--- config.mk ---
export PLATFORM = sky130hd
export DESIGN_NAME = emc_top
export DESIGN_NICKNAME = d
export VERILOG_FILES = /design/src/core/emc_pkg.sv /design/src/core/emc_pin_if.sv /design/src/core/emc_pin_mux.sv /design/src/core/emc_top.sv
export VERILOG_INCLUDE_DIRS = /design/src /design/src/core
export SDC_FILE = /design/constraint.sdc
export NUM_CORES = 1
export LEC_CHECK = 0
export BUFFER_PORTS_ARGS = -buffer_cell sky130_fd_sc_hd__buf_2
export CAP_MARGIN = 20
export CORE_UTILIZATION = 39
export CTS_CLUSTER_SIZE = 40
export DETAILED_ROUTE_END_ITERATION = 8
export PLACE_DENSITY = 0.74
export RECOVER_POWER = 50
export SLEW_MARGIN = 20
export SYNTH_ARGS = -nofsm -noshare
export SYNTH_HDL_FRONTEND = slang
export SYNTH_SLANG_ARGS = --single-unit
--- constraint.sdc ---
create_clock -name sys_clk -period 1.3 [get_ports sys_clk]
set_clock_uncertainty 0.05 [all_clocks]
set_input_delay 0.065 -clock sys_clk [delete_from_list [all_inputs] [get_ports sys_clk]]
set_output_delay 0.065 -clock sys_clk [all_outputs]
set_load 0.005 [all_outputs]
--- src/core/emc_params.svh ---
// constant definitions for the external memory bus control block
`ifndef EMC_PARAMS_SVH
`define EMC_PARAMS_SVH
`define EMC_WAIT_W 3
`define EMC_READY_MIN_WAITS 3'h2
`define EMC_WAIT_RESET 3'h0
`endif

--- src/core/emc_pkg.sv ---
// types shared by the external memory bus control block
package emc_pkg;
    typedef enum logic [1:0] {
        EMC_SPACE_PROG,
        EMC_SPACE_DATA,
        EMC_SPACE_IO
    } emc_space_t;
    typedef enum logic [1:0] {
        EMC_IDLE,
        EMC_WAIT,
        EMC_READY_CHECK,
        EMC_DONE
    } emc_state_t;
endpackage : emc_pkg

--- src/core/emc_pin_if.sv ---
// interface between access sequencer and pin mux
`timescale 1ns/100ps
`default_nettype none
interface emc_pin_if;
    logic prog_sel;
    logic data_sel;
    logic io_sel;
    logic mem_strb;
    logic io_strb;
    logic write;
    modport seq (output prog_sel, output data_sel, output io_sel, output mem_strb,
        output io_strb, output write);
    modport mux (input prog_sel, input data_sel, input io_sel, input mem_strb,
        input io_strb, input write);
endinterface : emc_pin_if
`default_nettype wire

--- src/core/emc_pin_mux.sv ---
// pin mux: external-memory or host-port function, and output-off float
`timescale 1ns/100ps
`default_nettype none
module emc_pin_mux (
    emc_pin_if.mux bus,
    input wire logic host_port_mode,
    input wire logic off_n,
    input wire logic host_data_ready,
    input wire logic sub_a_gpio_bit3,
    input wire logic sub_a_gpio_oe_n,
    input wire logic sub_a_timer_out,
    input wire logic sub_a_timer_sel,
    input wire logic sub_b_gpio_bit3,
    input wire logic sub_b_gpio_oe_n,
    input wire logic sub_b_timer_out,
    input wire logic sub_b_timer_sel,
    output logic program_space_select_n,
    output logic program_space_select_oe_n,
    output logic data_space_select_n,
    output logic data_space_select_oe_n,
    output logic io_space_select_n,
    output logic io_space_select_oe_n,
    output logic mem_strobe_n,
    output logic mem_strobe_oe_n,
    output logic io_space_strobe_n,
    output logic io_space_strobe_oe_n,
    output logic rw_n,
    output logic rw_oe_n,
    output logic ready_out,
    output logic ready_oe_n
);
    logic ext_mode;
    assign ext_mode = !host_port_mode;
    // selects and strobes: in host mode the program and data selects turn into inputs
    always_comb
    begin
        program_space_select_n = !bus.prog_sel;
        data_space_select_n = !bus.data_sel;
        io_space_select_n = !bus.io_sel;
        mem_strobe_n = !(bus.mem_strb && ext_mode);
        io_space_strobe_n = !bus.io_strb;
        rw_n = !bus.write;
        ready_out = 1'b0;
        program_space_select_oe_n = !(ext_mode && off_n);
        data_space_select_oe_n = !(ext_mode && off_n);
        io_space_select_oe_n = !off_n;
        io_space_strobe_oe_n = !off_n;
        mem_strobe_oe_n = !(ext_mode && off_n);
        rw_oe_n = !(ext_mode && off_n);
        ready_oe_n = 1'b1;
        if (host_port_mode)
        begin
            ready_out = host_data_ready;
            ready_oe_n = !off_n;
            // gpio bit 3 or timer on the former io pins
            io_space_select_n = sub_b_timer_sel ? sub_b_timer_out : sub_b_gpio_bit3;
            io_space_select_oe_n = !off_n || (!sub_b_timer_sel && sub_b_gpio_oe_n);
            io_space_strobe_n = sub_a_timer_sel ? sub_a_timer_out : sub_a_gpio_bit3;
            io_space_strobe_oe_n = !off_n || (!sub_a_timer_sel && sub_a_gpio_oe_n);
        end
    end
endmodule : emc_pin_mux
`default_nettype wire

--- src/core/emc_top.sv ---
// external memory bus control: access sequencer with wait states and ready
`timescale 1ns/100ps
`default_nettype none
`include "emc_params.svh"
module emc_top (
    input wire logic sys_clk,
    input wire logic resetn,
    input wire logic host_port_mode,
    input wire logic off_n,
    input wire logic req_valid,
    output logic req_ready,
    input wire emc_pkg::emc_space_t req_space,
    input wire logic req_write,
    input wire logic req_dma,
    input wire logic [`EMC_WAIT_W-1:0] req_waits,
    output logic done,
    input wire logic ready_in,
    input wire logic host_data_ready,
    input wire logic program_space_select_in,
    input wire logic data_space_select_in,
    input wire logic rw_in,
    output logic host_data_strobe_1,
    output logic host_data_strobe_2,
    output logic host_rw,
    input wire logic sub_a_gpio_bit3,
    input wire logic sub_a_gpio_oe_n,
    input wire logic sub_a_timer_out,
    input wire logic sub_a_timer_sel,
    input wire logic sub_b_gpio_bit3,
    input wire logic sub_b_gpio_oe_n,
    input wire logic sub_b_timer_out,
    input wire logic sub_b_timer_sel,
    output logic program_space_select_n,
    output logic program_space_select_oe_n,
    output logic data_space_select_n,
    output logic data_space_select_oe_n,
    output logic io_space_select_n,
    output logic io_space_select_oe_n,
    output logic mem_strobe_n,
    output logic mem_strobe_oe_n,
    output logic io_space_strobe_n,
    output logic io_space_strobe_oe_n,
    output logic rw_n,
    output logic rw_oe_n,
    output logic ready_out,
    output logic ready_oe_n
);
    // ----------------------------------------------------------------
    // reset release
    // ----------------------------------------------------------------
    logic rst_meta_reg;
    logic rst_n_reg;
    always_ff @(posedge sys_clk or negedge resetn)
    begin
        if (!resetn)
        begin
            rst_meta_reg <= 1'b0;
            rst_n_reg <= 1'b0;
        end
        else
        begin
            rst_meta_reg <= 1'b1;
            rst_n_reg <= rst_meta_reg;
        end
    end

    // ----------------------------------------------------------------
    // access sequencer
    // ----------------------------------------------------------------
    emc_pkg::emc_state_t state_reg;
    emc_pkg::emc_space_t space_reg;
    logic write_reg;
    logic dma_reg;
    logic check_ready_reg;
    logic [`EMC_WAIT_W-1:0] wait_reg;
    logic active;
    emc_pin_if pins ();

    // ready checking needs at least two wait states
    function automatic logic needs_ready(input logic [`EMC_WAIT_W-1:0] w);
        needs_ready = (w >= `EMC_READY_MIN_WAITS);
    endfunction : needs_ready

    // host mode blocks external accesses; pins belong to the host port
    assign req_ready = (state_reg == emc_pkg::EMC_IDLE) && !host_port_mode;
    assign active = (state_reg == emc_pkg::EMC_WAIT) ||
        (state_reg == emc_pkg::EMC_READY_CHECK);

    // state and captured request
    always_ff @(posedge sys_clk or negedge rst_n_reg)
    begin
        if (!rst_n_reg)
        begin
            state_reg <= emc_pkg::EMC_IDLE;
            space_reg <= emc_pkg::EMC_SPACE_PROG;
            write_reg <= 1'b0;
            dma_reg <= 1'b0;
            check_ready_reg <= 1'b0;
            wait_reg <= `EMC_WAIT_RESET;
        end
        else
        begin
            case (state_reg)
                emc_pkg::EMC_IDLE:
                begin
                    if (req_valid && req_ready)
                    begin
                        space_reg <= req_space;
                        write_reg <= req_write;
                        dma_reg <= req_dma;
                        check_ready_reg <= needs_ready(req_waits);
                        wait_reg <= req_waits;
                        state_reg <= emc_pkg::EMC_WAIT;
                    end
                end
                emc_pkg::EMC_WAIT:
                begin
                    // one base cycle plus the programmed wait states
                    if (wait_reg != `EMC_WAIT_RESET)
                        wait_reg <= wait_reg - 3'h1;
                    else if (check_ready_reg && !ready_in)
                        state_reg <= emc_pkg::EMC_READY_CHECK;
                    else
                        state_reg <= emc_pkg::EMC_DONE;
                end
                emc_pkg::EMC_READY_CHECK:
                begin
                    // resample each cycle until the far end is ready
                    if (ready_in)
                        state_reg <= emc_pkg::EMC_DONE;
                end
                emc_pkg::EMC_DONE:
                    state_reg <= emc_pkg::EMC_IDLE;
                default:
                    state_reg <= emc_pkg::EMC_IDLE;
            endcase
        end
    end

    assign done = (state_reg == emc_pkg::EMC_DONE);

    // pin levels for the mux, held for the whole access
    always_comb
    begin
        pins.prog_sel = active && (space_reg == emc_pkg::EMC_SPACE_PROG);
        pins.data_sel = active && (space_reg == emc_pkg::EMC_SPACE_DATA);
        pins.io_sel = active && (space_reg == emc_pkg::EMC_SPACE_IO);
        pins.mem_strb = active && (space_reg != emc_pkg::EMC_SPACE_IO);
        // dma has its own io space, so it never strobes the external one
        pins.io_strb = active && (space_reg == emc_pkg::EMC_SPACE_IO) && !dma_reg;
        pins.write = active && write_reg;
    end

    // host port inputs taken from the shared pins
    assign host_data_strobe_1 = host_port_mode && program_space_select_in;
    assign host_data_strobe_2 = host_port_mode && data_space_select_in;
    assign host_rw = host_port_mode ? rw_in : 1'b1;

    emc_pin_mux u_mux (
        .bus(pins.mux),
        .host_port_mode(host_port_mode),
        .off_n(off_n),
        .host_data_ready(host_data_ready),
        .sub_a_gpio_bit3(sub_a_gpio_bit3),
        .sub_a_gpio_oe_n(sub_a_gpio_oe_n),
        .sub_a_timer_out(sub_a_timer_out),
        .sub_a_timer_sel(sub_a_timer_sel),
        .sub_b_gpio_bit3(sub_b_gpio_bit3),
        .sub_b_gpio_oe_n(sub_b_gpio_oe_n),
        .sub_b_timer_out(sub_b_timer_out),
        .sub_b_timer_sel(sub_b_timer_sel),
        .program_space_select_n(program_space_select_n),
        .program_space_select_oe_n(program_space_select_oe_n),
        .data_space_select_n(data_space_select_n),
        .data_space_select_oe_n(data_space_select_oe_n),
        .io_space_select_n(io_space_select_n),
        .io_space_select_oe_n(io_space_select_oe_n),
        .mem_strobe_n(mem_strobe_n),
        .mem_strobe_oe_n(mem_strobe_oe_n),
        .io_space_strobe_n(io_space_strobe_n),
        .io_space_strobe_oe_n(io_space_strobe_oe_n),
        .rw_n(rw_n),
        .rw_oe_n(rw_oe_n),
        .ready_out(ready_out),
        .ready_oe_n(ready_oe_n)
    );
endmodule : emc_top
`default_nettype wire

[After elaboration in Yosys (flattened, before gate mapping)]
Cells that the tools add are included.
Word-level totals
  register bits after elaboration: 12
  output and inout port bits: 19
  logic and storage cells: 75
Cells by class
  reduce and logical (&&, ||, !) cells: 38
  eq/ne operators: 10
  $lt $le $gt $ge: 1
  add/sub/neg operators: 1
  mux-type cells: 17
Operators with widths (number)
  logical AND 1 bit: 15
  logical NOT 1 bit: 13
  2-to-1 mux 1 bit: 10
  case mux 2 bit (4 select lines): 1
  == test 2 bit, second input constant: 3
  2-to-1 mux 2 bit: 3
  2-to-1 mux 3 bit: 2
  inequality test 2 bit, second input constant: 3
  case mux 3 bit (2 select lines): 1
  AND reduction 3 bit: 2
  == test 2 x 1 -> 1 bit, second input constant: 2
  logical NOT 2 bit: 2
  inequality test 2 x 1 -> 1 bit, second input constant: 2
  >= comparator 3 x 2 -> 1 bit, second input constant: 1
  logical OR 1 bit: 3
  nonzero test 3 bit: 1
  subtractor 3 x 1 -> 3 bit, second input constant: 1
  AND reduction 2 bit: 1
  nonzero test 2 bit: 1

[Depth between registers and ports, before layout]
  depth in word-level cells: 6
  gate-level depth with buffers: 6
  depth with buffers taken out: 6

[Modules after synthesis]
A second synthesis with hierarchy kept.
Unflattened totals
  cell total of the unflattened synthesis: 90
  area total of the unflattened synthesis: 874.6 sq um
Modules (own cells, without submodules)
  emc_top: times used 1, cells an instance 71, area an instance 749.5 sq um
  emc_pin_mux: times used 1, cells an instance 19, area an instance 125.1 sq um

[Worst setup path before layout]
OpenSTA, ideal clock, no wires.
  path kind: reg-to-reg
  start point: register state_reg[1]
  end point: register state_reg[1]
  setup time: 0.128 ns
  path buffers: 1
  path slack: -0.391 ns
  cell stages (with the launch flop): 6
  arrival time: 1.513 ns
  cells stage by stage: dfrtp_1 -> inv_1 -> ha_1 -> buf_6 -> a222oi_1 -> mux2_1
On the way
  word-level cells in the longest chain between the ends: 5
Ends and longest elaborated chain
  start, declared: line emc_top.sv:70  | emc_pkg::emc_state_t state_reg;
  start signal, assigned: line emc_top.sv:94  | state_reg <= emc_pkg::EMC_IDLE;
  start signal, assigned: line emc_top.sv:113  | state_reg <= emc_pkg::EMC_WAIT;
  start signal, assigned: line emc_top.sv:122  | state_reg <= emc_pkg::EMC_READY_CHECK;
  logical NOT 2 bit: line emc_top.sv:85, emc_top.sv:103
  logical AND 1 bit: line emc_top.sv:85  | assign req_ready = (state_reg == emc_pkg::EMC_IDLE) && !host_port_mode;
  logical AND 1 bit: line emc_top.sv:106  | if (req_valid && req_ready)
  inequality test 2 x 1 -> 1 bit (no line)
  AND reduction 3 bit (no line)
Several ways; a longest one is shown, not always the timed one.
A chain may end at the register's enable or synchronous reset.

[Worst setup path after layout]
  start point: register wait_reg[0]
  end point: register state_reg[1]
On the way
  word-level cells in the longest chain between the ends: 3
Ends and longest elaborated chain
  start, declared: line emc_top.sv:75  | logic [`EMC_WAIT_W-1:0] wait_reg;
  start signal, assigned: line emc_top.sv:99  | wait_reg <= `EMC_WAIT_RESET;
  start signal, assigned: line emc_top.sv:112  | wait_reg <= req_waits;
  start signal, assigned: line emc_top.sv:120  | wait_reg <= wait_reg - 3'h1;
  nonzero test 3 bit (no line)
  inequality test 2 bit (no line)
  AND reduction 3 bit (no line)
Every way passes these cells.

==> impl_metrics.csv <==
group,metric,value,unit
route,wire_per_inst,12.1,um
clock_tree,clkLatencyLatePin,0.27,ns
placed_design,portBuffers,43,
route,vias_per_cell,4.52,
clock_tree,cts.clk_slew.worst_paths,0.08,ns
placed_design,dp.cells,158,
grt,grt-ovfl-total,0,
logic_synthesis,synth_top_area_cell,"dfrtp_1",
logic_synthesis,synth_edf_count,0,
grt,grt_pass1_wl,3040,um
logic_synthesis,async_flop_share,1.00,
logic_synthesis,syn_avg_cell_area,9.87,um2
route,drt_iter0_drc,15,
layout,final_util,0.702,
critical_path,endpoint_kind,"register",
layout,fin_nets,184,
logic_synthesis,synthTopCellsByArea,"dfrtp_1 (37%), ha_1 (11%), mux2i_1 (8.7%)",
critical_path,critPathKind,"reg2reg",
logic_synthesis,syn_inst,82,
layout,syn2layout_area_growth,70.2,%
layout,layout-drive-gt1-share,0.589,
critical_path,worstPathMaxFanout,2,
timing,maxSlewViolCount,0,
placed_design,preCtsSetupSlack,-0.427,ns
min_path,hold_path_class,"in2async",
layout,fin_cells,178,
placed_design,dpl.hpwl,1400,um
timing,hold_viol,0,
clock_tree,htreeDepth,1,
layout,nFillCells,155,
timing,fin_ws,-0.395,ns
timing,setup-violations-final,17,
floorplan,start_util,0.413,
logic_synthesis,synth_ff_type,"dfrtp_1",
grt,grt-busiest-layer,"met2",
floorplan,rows,16,
layout,largest_register_ffs,3,
logic_synthesis,synth_top_area_share,0.371,
floorplan,fp.dieW,47.6,um
grt,grt_pass1_vias,687,
clock_tree,cts_tree,"done",
route,route.vias.total,804,
pwr,clkPwrFrac,0.096,
timing,fin_crit,1.70,ns
pwr,seq_power_share,0.216,
outcome,violations,"setup timing",
grt,met1_usage,0.253,
pwr,p_sw_frac,0.348,
critical_path,start_kind,"register",
layout,diodes,0,
timing,setup_tns,-3.76,ns
critical_path,worstPathRequired,1.41,ns
timing,fmax,590,MHz
pwr,power_frac_comb,0.688,
grt,grt_max_degree,15,
logic_synthesis,synth_seq_area_share,0.371,
critical_path,crit_arrival,1.81,ns
logic_synthesis,syn_area,810,um2
pwr,leakage,0.699,nW
floorplan,design.core.area,0.00196,mm2
job,cap_violations,0,
floorplan,die-height,47.6,um
clock_tree,cts_made_buffers,3,
route,drc,0,
grt,use_met3,0.0415,
pwr,vdd_drop_max,1.53,mV
route,ant_nets,0,
route,drt-total-wl,2150,um
grt,track_usage,0.199,
grt,antenna_found_initial,0,
logic_synthesis,yosysWarnings,0,
grt,grt_util_met2,0.315,
route,dr.pass1.iters,5,
logic_synthesis,ys_types,24,
placed_design,place_congestion,0.870,
logic_synthesis,syn-num-nets,114,
timing,rsz0062_at_grt,"true",
pwr,p_sw,1.08,mW
logic_synthesis,ys_ff_latch,12,
clock_tree,cts.sinks,12,
outcome,status,"complete, but fails checks",
timing,finalCritPeriodShare,1.30,
clock_tree,cts_root_buffer,"clkbuf_4",
floorplan,ioPinCount,44,
clock_tree,clock_path_buffers,2,
pwr,p_total,3.11,mW
pwr,p_int,2.03,mW
floorplan,die-area,0.00226,mm2
pwr,p_per_area,2260,mW/mm2
[cells in the final DEF, fill, tap and decap left out, types with 2 or more instances in the layout]
cell and n:
nor2_1 3, mux2i_1 6, nand2b_1 4, dfrtp_1 12
o21ai_0 5, mux2_2 3, nor2b_1 2, inv_2 5
buf_2 41, ha_1 3, dlygate4sd3_1 5, a21oi_1 2
ha_4 4, and2_1 3, mux2_4 2, nand3b_1 4
inv_1 3, nand2_1 6, buf_4 15, buf_6 8
clkbuf_4 3
[repair_timing]
item | 4_1_cts | 5_1_grt
gates resized for setup | 13 | 12
pin swaps | 5 | 6
hold buffers | 5 | 0
buffers inserted | 6 | 5
setup endpoints to repair | 17 | 17
hold endpoints to repair | 6 | 0
[power groups by stage]
stage	sequential (mW)	combinational [mW]	clock [mW]
global placement	0.657	1.30	0
global route	0.688	2.34	0.334
floorplan	0.643	0.820	0
finish	0.671	2.14	0.299
CTS	0.654	1.76	0.312
detailed placement	0.671	1.36	0
[Yosys cell counts (3+ instances only)]
cell type	n
mux2_2	4
nand3b_1	4
nand2b_1	4
inv_1	8
mux2i_1	7
ha_1	7
nand2_1	7
and2_1	4
dfrtp_1	12
buf_4	3
o21ai_0	5
nor2_1	3
[logic make-up after synthesis]
logic type / count (synthesis) / synth area share
other: 1 / 0.00463
adder cells (fa/ha/maj): 7 / 0.108
AND/OR/NAND/NOR: 27 / 0.195
flip-flops: 12 / 0.371
buffers and inverters: 13 / 0.0835
AO/OA/AOI/OAI: 10 / 0.0819
multiplexers: 12 / 0.156
[per-stage QoR]
stage	hold WS [ns]	cell area, um2
3_3_place_gp	-0.199	1110
2_1_floorplan	-0.281	812
6_report	0.0451	1380
5_1_grt	0.0272	1380
4_1_cts	0.0307	1300
3_5_place_dp	-0.198	1110
[layout make-up]
class / instances / area (um2) / share of cell area
Clock buffer: 4 / 36.3 / 0.0263
Inverter: 8 / 30.0 / 0.0218
Timing Repair Buffer: 70 / 462 / 0.335
Multi-Input combinational cell: 57 / 515 / 0.374
Tap cell: 27 / 33.8 / 0.0245
Sequential cell: 12 / 300 / 0.218
[critical path: stages, from the launching register on]
cell,delay [ns]
dfrtp_1,0.40
inv_2,0.09
ha_4,0.13
ha_4,0.13
inv_2,0.03
a222oi_1,0.29
buf_4,0.18
mux2_4,0.29
[metal layers]
layer	vias to the layer above	part of all wire
li1	406	-
met1	368	0.43
met2	24	0.52
met3	6	0.030
met4	0	0.019
met5	-	0
[path summary, 6_finish.rpt]
check	from	to	slack, ns	cells after the start
setup reg to reg	wait_reg[0]$_DFFE_PN0P_	state_reg[1]$_DFFE_PN0P_	-0.40	7
setup / recovery	wait_reg[0]$_DFFE_PN0P_	state_reg[1]$_DFFE_PN0P_	-0.40	7
max in group asynchronous	rst_n_reg$_DFF_PN0_	space_reg[1]$_DFFE_PN0P_	0.78	0
hold reg to reg	rst_n_reg$_DFF_PN0_	wait_reg[0]$_DFFE_PN0P_	0.12	0
hold / removal	resetn	rst_meta_reg$_DFF_PN0_	0.05	2
min in group sys_clk	req_waits[2]	check_ready_reg$_DFFE_PN0P_	0.05	3
Power figures use the tool's default switching activity.
